## config.mk

```make
export PLATFORM = sky130hd
export DESIGN_NAME = tssr_routing
export DESIGN_NICKNAME = d
export VERILOG_FILES = /design/src/tssr_pkg.sv /design/src/tssr_serial_route.sv /design/src/tssr_routing.sv
export VERILOG_INCLUDE_DIRS = /design/src
export SDC_FILE = /design/constraint.sdc
export NUM_CORES = 1
export LEC_CHECK = 0
export BUFFER_PORTS_ARGS = -buffer_cell sky130_fd_sc_hd__buf_2
export CAP_MARGIN = 20
export CELL_PAD_IN_SITES_DETAIL_PLACEMENT = 0
export CELL_PAD_IN_SITES_GLOBAL_PLACEMENT = 1
export CORE_UTILIZATION = 27
export DETAILED_ROUTE_END_ITERATION = 8
export PLACE_DENSITY_LB_ADDON = 0.1
export SETUP_SLACK_MARGIN = 0.1
export SYNTH_ARGS = -nofsm -noshare
export SYNTH_HDL_FRONTEND = slang
export SYNTH_SLANG_ARGS = --single-unit
```

## constraint.sdc

```tcl
create_clock -name clk_i -period 1.24 [get_ports clk_i]
set_clock_uncertainty 0.1 [all_clocks]
set_input_delay 0.248 -clock clk_i [delete_from_list [all_inputs] [get_ports clk_i]]
set_output_delay 0.248 -clock clk_i [all_outputs]
set_load 0.01 [all_outputs]
```

## src/tssr_defs.svh

```systemverilog
// Behaviour
// - Bit 26 picks timer_2 external clock: pin 0 when clear, pin 1 when set.
// - Bit 25 picks timer_1 external clock: pin 0 when clear, pin 1 when set.
// - Bit 24 picks timer_0 external clock: pin 0 when clear, pin 1 when set.
// - Bit 20 picks timer_2 channel 0 capture: channel pin or comparator_0.
// - Bit 18 picks timer_1 channel 0 capture: channel pin or comparator_0.
// - Reserved bits in both routing registers read zero and ignore writes.
// - Serial routing bit 18 enables open-drain drive on serial_port_2.
// - Serial routing bit 17 enables open-drain drive on serial_port_1.
// - Serial routing bit 16 enables open-drain drive on serial_port_0.
// - Bit 6 picks serial_port_1 receive data: receive pin or comparator_0.
// - Bits 5-4 pick serial_port_1 transmit: plain, timer_1 or timer_2 modulated.
// - Bit 2 picks serial_port_0 receive data: receive pin or comparator_0.
// - Bits 1-0 pick serial_port_0 transmit: plain, timer_1 or timer_2 modulated.
`ifndef TSSR_DEFS_SVH
`define TSSR_DEFS_SVH

// Register byte offsets
`define TSSR_TCC_OFF        32'h0000_100C
`define TSSR_SRO_OFF        32'h0000_1010

// Writable bits; everything else is reserved
`define TSSR_TCC_WMASK      32'h0714_0000
`define TSSR_SRO_WMASK      32'h0007_0077
`define TSSR_TCC_RESET      32'h0000_0000
`define TSSR_SRO_RESET      32'h0000_0000

// Timer/capture select fields
`define TSSR_T2_CLKSEL_BIT  26
`define TSSR_T1_CLKSEL_BIT  25
`define TSSR_T0_CLKSEL_BIT  24
`define TSSR_T2_CAPSRC_BIT  20
`define TSSR_T1_CAPSRC_BIT  18

// Serial routing fields
`define TSSR_S2_OD_BIT      18
`define TSSR_S1_OD_BIT      17
`define TSSR_S0_OD_BIT      16
`define TSSR_S1_RXSRC_BIT   6
`define TSSR_S1_TXSRC_HI    5
`define TSSR_S1_TXSRC_LO    4
`define TSSR_S0_RXSRC_BIT   2
`define TSSR_S0_TXSRC_HI    1
`define TSSR_S0_TXSRC_LO    0

// Transmit source encodings
`define TSSR_TX_PLAIN       2'h0
`define TSSR_TX_MOD_T1      2'h1
`define TSSR_TX_MOD_T2      2'h2

`endif

```

## src/tssr_pkg.sv

```systemverilog
package tssr_pkg;

    // Routing choices for one serial port
    typedef struct packed {
        logic       open_drain;
        logic       rx_from_cmp;
        logic [1:0] tx_src;
    } tssr_serial_cfg_t;

    // Signals that one serial port exchanges with the routing
    typedef struct packed {
        logic rx_pin;
        logic tx_data;
    } tssr_serial_in_t;

    typedef struct packed {
        logic rx_data;
        logic tx_pin;
        logic tx_oe_n;
    } tssr_serial_out_t;

    // Comparator and timer channel 0 signals shared by the ports
    typedef struct packed {
        logic comparator_0_out;
        logic t1_ch0_out;
        logic t2_ch0_out;
    } tssr_shared_t;

endpackage : tssr_pkg

```

## src/tssr_serial_route.sv

```systemverilog
`timescale 1ns/10ps
`include "tssr_defs.svh"

module tssr_serial_route (
    input  wire logic                       clk_i,
    input  wire logic                       rst_i,
    input  wire logic                       ce_i,
    input  wire tssr_pkg::tssr_serial_cfg_t cfg_i,
    input  wire tssr_pkg::tssr_serial_in_t  port_i,
    input  wire tssr_pkg::tssr_shared_t     shared_i,
    output tssr_pkg::tssr_serial_out_t      port_o
);
    import tssr_pkg::*;

    tssr_serial_out_t s_q;
    tssr_serial_out_t s_d;
    logic             tx_val;

    // Pick the data, then shape the pin drive; registered so outputs are glitch free
    always_comb begin
        tx_val = port_i.tx_data;
        case (cfg_i.tx_src)
            `TSSR_TX_MOD_T1: tx_val = port_i.tx_data & shared_i.t1_ch0_out;
            `TSSR_TX_MOD_T2: tx_val = port_i.tx_data & shared_i.t2_ch0_out;
            default:         tx_val = port_i.tx_data;                       // Reserved code sends plain
        endcase
        s_d         = s_q;
        s_d.rx_data = cfg_i.rx_from_cmp ? shared_i.comparator_0_out : port_i.rx_pin;
        s_d.tx_pin  = cfg_i.open_drain ? 1'b0 : tx_val;
        // Open drain only pulls low; a high bit releases the pin
        s_d.tx_oe_n = cfg_i.open_drain ? tx_val : 1'b0;
    end

    // Reset leaves a push-pull idle-high line
    always_ff @(posedge clk_i) begin
        if (rst_i) begin
            s_q <= '{rx_data: 1'b1, tx_pin: 1'b1, tx_oe_n: 1'b0};
        end else if (ce_i) begin
            s_q <= s_d;
        end
    end

    assign port_o = s_q;

endmodule : tssr_serial_route

```

## src/tssr_routing.sv

```systemverilog
`timescale 1ns/10ps
`include "tssr_defs.svh"

module tssr_routing #(
    parameter int ADDR_W = 16
) (
    input  wire logic                     clk_i,
    input  wire logic                     rst_i,
    input  wire logic                     ce_i,
    // Wishbone classic slave
    input  wire logic                     wb_cyc_i,
    input  wire logic                     wb_stb_i,
    input  wire logic                     wb_we_i,
    input  wire logic [ADDR_W-1:0]        wb_adr_i,
    input  wire logic [3:0]               wb_sel_i,
    input  wire logic [31:0]              wb_dat_i,
    output logic      [31:0]              wb_dat_o,
    output logic                          wb_ack_o,
    // Timer clock and capture routing
    input  wire logic                     external_clock_pin_0_i,
    input  wire logic                     external_clock_pin_1_i,
    output logic      [2:0]               timer_ext_clock_o,
    input  wire logic                     timer1_channel0_pin_i,
    input  wire logic                     timer2_channel0_pin_i,
    output logic                          timer1_capture_o,
    output logic                          timer2_capture_o,
    input  wire tssr_pkg::tssr_shared_t   shared_i,
    // Serial ports
    input  wire tssr_pkg::tssr_serial_in_t serial0_i,
    input  wire tssr_pkg::tssr_serial_in_t serial1_i,
    input  wire tssr_pkg::tssr_serial_in_t serial2_i,
    output tssr_pkg::tssr_serial_out_t    serial0_o,
    output tssr_pkg::tssr_serial_out_t    serial1_o,
    output tssr_pkg::tssr_serial_out_t    serial2_o
);
    import tssr_pkg::*;

    // Offsets need 13 address bits; wider than 32 makes no sense on this bus
    if (ADDR_W < 13 || ADDR_W > 32) begin : g_bad_addr_w
        $error("tssr_routing: ADDR_W must be 13 to 32");
    end

    typedef struct packed {
        logic        ack;
        logic [31:0] rdata;
        logic [31:0] tcc;
        logic [31:0] sro;
        logic [2:0]  ext_clk;
        logic        cap1;
        logic        cap2;
    } tssr_state_t;

    tssr_state_t      st_q;
    tssr_state_t      st_d;
    tssr_serial_cfg_t cfg0;
    tssr_serial_cfg_t cfg1;
    tssr_serial_cfg_t cfg2;
    logic             req;
    logic             hit_tcc;
    logic             hit_sro;
    logic [ADDR_W-1:0] word_adr;

    // Byte-lane merge, then drop reserved bits so they stay zero
    function automatic logic [31:0] wr_merge(input logic [31:0] old_v,
                                             input logic [31:0] new_v,
                                             input logic [3:0]  sel,
                                             input logic [31:0] wmask);
        logic [31:0] m;
        m = old_v;
        for (int b = 0; b < 4; b++) begin
            if (sel[b]) begin
                m[b*8 +: 8] = new_v[b*8 +: 8];
            end
        end
        return m & wmask;
    endfunction : wr_merge

    // Address decode on word boundaries
    always_comb begin
        req      = wb_cyc_i & wb_stb_i & ~st_q.ack;
        word_adr = {wb_adr_i[ADDR_W-1:2], 2'b00};
        hit_tcc  = 1'b0;
        hit_sro  = 1'b0;
        if (word_adr == ADDR_W'(`TSSR_TCC_OFF)) begin
            hit_tcc = 1'b1;
        end else if (word_adr == ADDR_W'(`TSSR_SRO_OFF)) begin
            hit_sro = 1'b1;
        end
    end

    // Per-port configuration taken straight from the serial routing register
    always_comb begin
        cfg0.open_drain  = st_q.sro[`TSSR_S0_OD_BIT];
        cfg0.rx_from_cmp = st_q.sro[`TSSR_S0_RXSRC_BIT];
        cfg0.tx_src      = st_q.sro[`TSSR_S0_TXSRC_HI:`TSSR_S0_TXSRC_LO];
        cfg1.open_drain  = st_q.sro[`TSSR_S1_OD_BIT];
        cfg1.rx_from_cmp = st_q.sro[`TSSR_S1_RXSRC_BIT];
        cfg1.tx_src      = st_q.sro[`TSSR_S1_TXSRC_HI:`TSSR_S1_TXSRC_LO];
        // Port 2 has no source selects, only the drive mode
        cfg2.open_drain  = st_q.sro[`TSSR_S2_OD_BIT];
        cfg2.rx_from_cmp = 1'b0;
        cfg2.tx_src      = `TSSR_TX_PLAIN;
    end

    // Bus handling and signal routing in one next-state block
    always_comb begin
        st_d       = st_q;
        st_d.ack   = req;
        st_d.rdata = 32'h0000_0000;
        if (req) begin
            if (hit_tcc) begin
                st_d.rdata = st_q.tcc;
                if (wb_we_i) begin
                    st_d.tcc = wr_merge(st_q.tcc, wb_dat_i, wb_sel_i, `TSSR_TCC_WMASK);
                end
            end else if (hit_sro) begin
                st_d.rdata = st_q.sro;
                if (wb_we_i) begin
                    st_d.sro = wr_merge(st_q.sro, wb_dat_i, wb_sel_i, `TSSR_SRO_WMASK);
                end
            end
        end
        // Unmapped addresses still ack, read zero and drop writes
        st_d.ext_clk[2] = st_q.tcc[`TSSR_T2_CLKSEL_BIT] ? external_clock_pin_1_i
                                                        : external_clock_pin_0_i;
        st_d.ext_clk[1] = st_q.tcc[`TSSR_T1_CLKSEL_BIT] ? external_clock_pin_1_i
                                                        : external_clock_pin_0_i;
        st_d.ext_clk[0] = st_q.tcc[`TSSR_T0_CLKSEL_BIT] ? external_clock_pin_1_i
                                                        : external_clock_pin_0_i;
        // Pin-side setup is software's job; the mux alone connects nothing
        st_d.cap2 = st_q.tcc[`TSSR_T2_CAPSRC_BIT] ? shared_i.comparator_0_out
                                                  : timer2_channel0_pin_i;
        st_d.cap1 = st_q.tcc[`TSSR_T1_CAPSRC_BIT] ? shared_i.comparator_0_out
                                                  : timer1_channel0_pin_i;
    end

    // Single state register; clock enable freezes everything
    always_ff @(posedge clk_i) begin
        if (rst_i) begin
            st_q     <= '0;
            st_q.tcc <= `TSSR_TCC_RESET;
            st_q.sro <= `TSSR_SRO_RESET;
        end else if (ce_i) begin
            st_q <= st_d;
        end
    end

    // Serial port routing, one instance per port
    tssr_serial_route u_serial0 (
        .clk_i    (clk_i),
        .rst_i    (rst_i),
        .ce_i     (ce_i),
        .cfg_i    (cfg0),
        .port_i   (serial0_i),
        .shared_i (shared_i),
        .port_o   (serial0_o)
    );

    tssr_serial_route u_serial1 (
        .clk_i    (clk_i),
        .rst_i    (rst_i),
        .ce_i     (ce_i),
        .cfg_i    (cfg1),
        .port_i   (serial1_i),
        .shared_i (shared_i),
        .port_o   (serial1_o)
    );

    tssr_serial_route u_serial2 (
        .clk_i    (clk_i),
        .rst_i    (rst_i),
        .ce_i     (ce_i),
        .cfg_i    (cfg2),
        .port_i   (serial2_i),
        .shared_i (shared_i),
        .port_o   (serial2_o)
    );

    assign wb_dat_o          = st_q.rdata;
    assign wb_ack_o          = st_q.ack;
    assign timer_ext_clock_o = st_q.ext_clk;
    assign timer1_capture_o  = st_q.cap1;
    assign timer2_capture_o  = st_q.cap2;

endmodule : tssr_routing

```

# Word-level counts from Yosys, hierarchy flattened
# Index checks and enable logic that the tools add are counted.
# word_totals
input_bits	71
output_inout_bits	47
word_cells	66
reg_bits	61
# classes
bitwise_logic	8
eq_ne	6
reduce_logical	4
n_mux	30
# op_table
operator	count
91-bit 2-to-1 mux	1
19-bit 2-to-1 mux	4
27-bit 2-to-1 mux	2
32-bit 2-to-1 mux	1
14-bit by 11-bit == test with 1-bit output (second input constant)	2
1-bit 2-to-1 mux	16
6-bit AND reduction	2
5-bit AND reduction	2
7-bit 2-to-1 mux	1
1-bit bitwise AND	6
3-bit 2-to-1 mux	2
5-bit 2-to-1 mux	1
2-bit by 1-bit == test with 1-bit output (second input constant)	2
2-bit == test (second input constant)	2
1-bit case mux with 2 select lines	2
1-bit inverter	2

# Depth between registers and ports, before layout
# depth
ltp_word	6
ltp_mapped	6
depth_no_buf	5

# Modules after synthesis
# From an unflattened synthesis, not the netlist that was laid out.
# unflattened
cells_unflattened	253
area_unflattened_um2	2213.4
# modules_own_cells
module	area_each_um2	seq_area_each_um2	cells_per_inst	instances
tssr_routing	1717.9	660.6	202	1
tssr_serial_route	165.2	60.1	17	3

# Worst setup path after synthesis
# OpenSTA, ideal clock, no wires.
# synth_timing
path_type	register to register
from	register st_q (netlist bit wb_ack_o)
to	register st_q (netlist bit wb_dat_o[18])
t_required_ns	1.012
slack_ns	-0.175
path_stages_with_launch	7
arrival_time_ns	1.188
cell_sequence	dfxtp_1 -> and3b_1 -> and4_1 -> buf_6 -> buf_6 -> a22oi_1 -> nor2_1
# synth_between
elab_chain_len	3
# synth_lines
element	line_no	source
start: declaration	tssr_routing.sv:53	tssr_state_t st_q;
start signal: assignment	tssr_routing.sv:144	st_q <= st_d;
1-bit inverter	tssr_routing.sv:80	req = wb_cyc_i & wb_stb_i & ~st_q.ack;
1-bit bitwise AND	tssr_routing.sv:80	
91-bit 2-to-1 mux	tssr_routing.sv:110	if (req) begin
# Every way passes these cells.
# A chain may end at the register's enable or synchronous reset.

# Final worst setup path
# layout_timing
from	register st_q (netlist bit wb_ack_o)
to	register st_q (netlist bit cfg0[3])
# layout_between
elab_chain_len	3
# layout_lines
element	line_no
1-bit inverter	tssr_routing.sv:80
1-bit bitwise AND	tssr_routing.sv:80
6-bit AND reduction (no source line)	n/a
# Every way passes these cells.

==> flow_metrics.py <==
metrics = {
    "floorplan": {
        "start_util_pct": 28.3,
        "fp.dieW_um": 89.7,
        "core_area_sq_um": 7330,
        "rows": 31,
        "die-area_sq_um": 8040,
        "pin_count": 118,
        "die_y_um": 89.7,
    },
    "job": {
        "drv_cap": 0,
    },
    "timing": {
        "grt_setup_unrepaired": "yes",
        "fin_crit_ns": 1.42,
        "final_max_slew_viol_count": 0,
        "max_freq_mhz": 706,
        "finalCritPeriodShare_pct": 114,
        "setup_viol": 32,
        "tns_ns": -4.27,
        "setup_ws_ns": -0.176,
        "finalHoldViolCount": 0,
    },
    "run_status": {
        "status": "finished, violations left",
        "violations": "setup timing",
    },
    "layout": {
        "final_cell_mix": "buf_2, a21oi_1, dfxtp_2",
        "regArea_sq_um": 880,
        "fillers": 799,
        "final_common_cell": "buf_2",
        "antenna_cells": 0,
        "final_cell_area_sq_um": 2760,
        "drive_gt1_share_pct": 49.0,
        "nNetsFinal": 385,
        "utilization_pct": 37.6,
        "multiInputGateArea_sq_um": 1010,
        "area_delta_synth_final_pct": 33.0,
    },
    "placement": {
        "place_area_sq_um": 2540,
        "gp_congestion": 0.726,
        "hpwlAfterDp_um": 3910,
        "port_buffers": 76,
        "place_worst_setup_slack_ns": -0.326,
    },
    "route": {
        "viasPerCell": 4.51,
        "routed_wl_um": 5680,
        "routedWlPerCell_um": 13.8,
        "drt_iter0_drc": 38,
        "drt-pass1-iter-count": 4,
        "vias": 1854,
        "antenna_left": 0,
        "drc": 0,
    },
    "setup_path": {
        "critPathBufInv": 1,
        "start_kind": "flop",
        "rr_worst_depth": 5,
        "required_ns": 1.36,
        "r2r-end": "cfg0[3]",
        "cp.depth": 5,
        "path_cells": "and3b_2 > and4_4 > buf_12 > nand4_1 > a21oi_1",
        "criticalPathCategory": "flop to flop",
        "cp_top_family": "simple AND/OR/NAND/NOR gates",
        "critical_path.slowest_cell": "dfxtp_2",
        "arrival_ns": 1.54,
        "reg2reg_from": "wb_ack_o",
        "worstPathMaxFanout": 14,
        "cpPeakStageDelay_ns": 0.33,
        "crit_path_end_kind": "flop",
        "r2r_slack_ns": -0.18,
    },
    "cts": {
        "cts_root_buffer": "clkbuf_8",
        "cts_buffers": 5,
        "h-tree-depth": 2,
        "cts_tree": "done",
        "cts_hold_buffers": 0,
        "clk_path_buf_depth": 2,
        "clk_pin_slew_ns": 0.08,
        "cts.sinks": 42,
        "insertion_delay_ns": 0.29,
    },
    "logic_synthesis": {
        "synth.distinct_cells": 31,
        "synth_top_area_share_pct": 40.5,
        "yosys_warnings": 0,
        "synth_area_per_cell_sq_um": 8.57,
        "yosysSeqAreaShare_pct": 40.5,
        "yosysTopAreaCell": "dfxtp_1",
        "syn-cell-area_sq_um": 2070,
        "yosys-top-cells-area": "dfxtp_1, buf_4, a21oi_1",
        "syn_inst": 242,
        "ys_ff_latch": 42,
    },
    "power": {
        "power_density_nw_per_um2": 935,
        "leakage_nw": 1.11,
        "ir_drop_uv": 372,
    },
    "worst_hold_path": {
        "hold_depth": 2,
        "min_path_type": "input port to flop",
        "min-delay-start": "serial2_i[1]",
        "holdPathEnd": "u_serial2.port_o[2]",
    },
    "global_route": {
        "track_usage_pct": 14.6,
        "antenna_found_initial": 0,
        "overflow": 0,
        "grt_pass1_vias": 1711,
        "grt_pass1_wl_um": 8650,
        "grt_max_degree": 43,
    },
}
==> registers in the layout, indices dropped and copies added, names as in the netlist <==
name,cells
cfg0,4
u_serial0.port_o,3
cfg2,1
u_serial2.port_o,3
timer1_capture_o,1
cfg1,4
timer2_capture_o,1
st_q,5
wb_ack_o,1
u_serial1.port_o,3
timer_ext_clock_o,3
wb_dat_o,13
==> per-layer routing <==
metal | GRT usage (%) | vias up | wire length [um]
li1 | - | 943 | -
met1 | 20.6 | 841 | 2790
met2 | 21.7 | 65 | 2520
met3 | 3.20 | 5 | 281
met4 | 5.19 | 0 | 82
met5 | 0 | - | 0
==> worst max-delay path by stage <==
stage                      start           end  slack, ns
global placement    wb_adr_i[15]   wb_dat_o[4]      -0.29
finish                  wb_ack_o       cfg0[3]      -0.18
floorplan               wb_ack_o  wb_dat_o[18]      -0.11
CTS                     wb_ack_o       cfg1[3]      -0.20
detailed placement  wb_adr_i[15]       cfg1[3]      -0.33
global route            wb_ack_o       cfg0[0]      -0.27
==> power breakdown <==
group,total (mW),switching (mW),internal (mW)
clock network,0.848,0.460,0.389
registers,1.39,0.0127,1.38
logic,0.343,0.184,0.159
==> stage by stage <==
step                hold slack [ns]  std cells  total power [mW]
finish                       0.0532        411              2.58
global route                 0.0451        411              2.75
CTS                          0.0472        407              2.60
detailed placement            0.349        399              1.74
global placement              0.345        399              1.74
floorplan                     0.270        260              1.62
==> cells by family after synthesis <==
kind of cell / synth area share [%]
and+or+nand+nor: 18.2
AOI/OAI and AO/OA: 17.0
buffers and inverters: 18.0
DFF: 40.5
muxes: 4.95
adders and majority gates: 1.21
other: 0.181
==> repair_timing <==
action,4_1_cts,5_1_grt
cloned,1,0
pin swaps,4,3
buffers inserted,0,5
setup endpoints to repair,33,57
gates resized for setup,7,34
==> cells in the mapped netlist <==
library cell,count
buf_2,4
nor4_2,1
a22o_1,1
ha_1,2
buf_8,1
nand3b_1,1
mux2_2,2
a22oi_1,1
conb_1,1
buf_4,35
nor2_1,9
buf_6,2
o211ai_1,2
nand3_1,13
nand4_1,15
clkbuf_1,11
inv_1,3
mux2i_1,8
a211o_1,3
dfxtp_1,42
a211oi_1,5
nor3b_1,1
nand2_1,20
nor4b_2,2
o21ai_0,16
a21oi_1,32
and3b_1,2
nor2b_1,1
and4_1,1
and2_1,3
o2111ai_1,2
==> final cells by class <==
cell class	count	share of cell area (%)
Sequential cell	42	31.9
Timing Repair Buffer	98	23.7
Tap cell	99	4.49
Clock buffer	7	2.77
Multi-Input combinational cell	162	36.7
Inverter	3	0.408
==> worst reg2reg max path, delay by kind of cell (launching register included) <==
family	cells	cell delay, ns
AO/OA/AOI/OAI	1	0.13
buffers and inverters	1	0.15
flip-flops	1	0.33
AND/OR/NAND/NOR	3	0.65
Note: power is estimated with default switching activity, not from simulation.
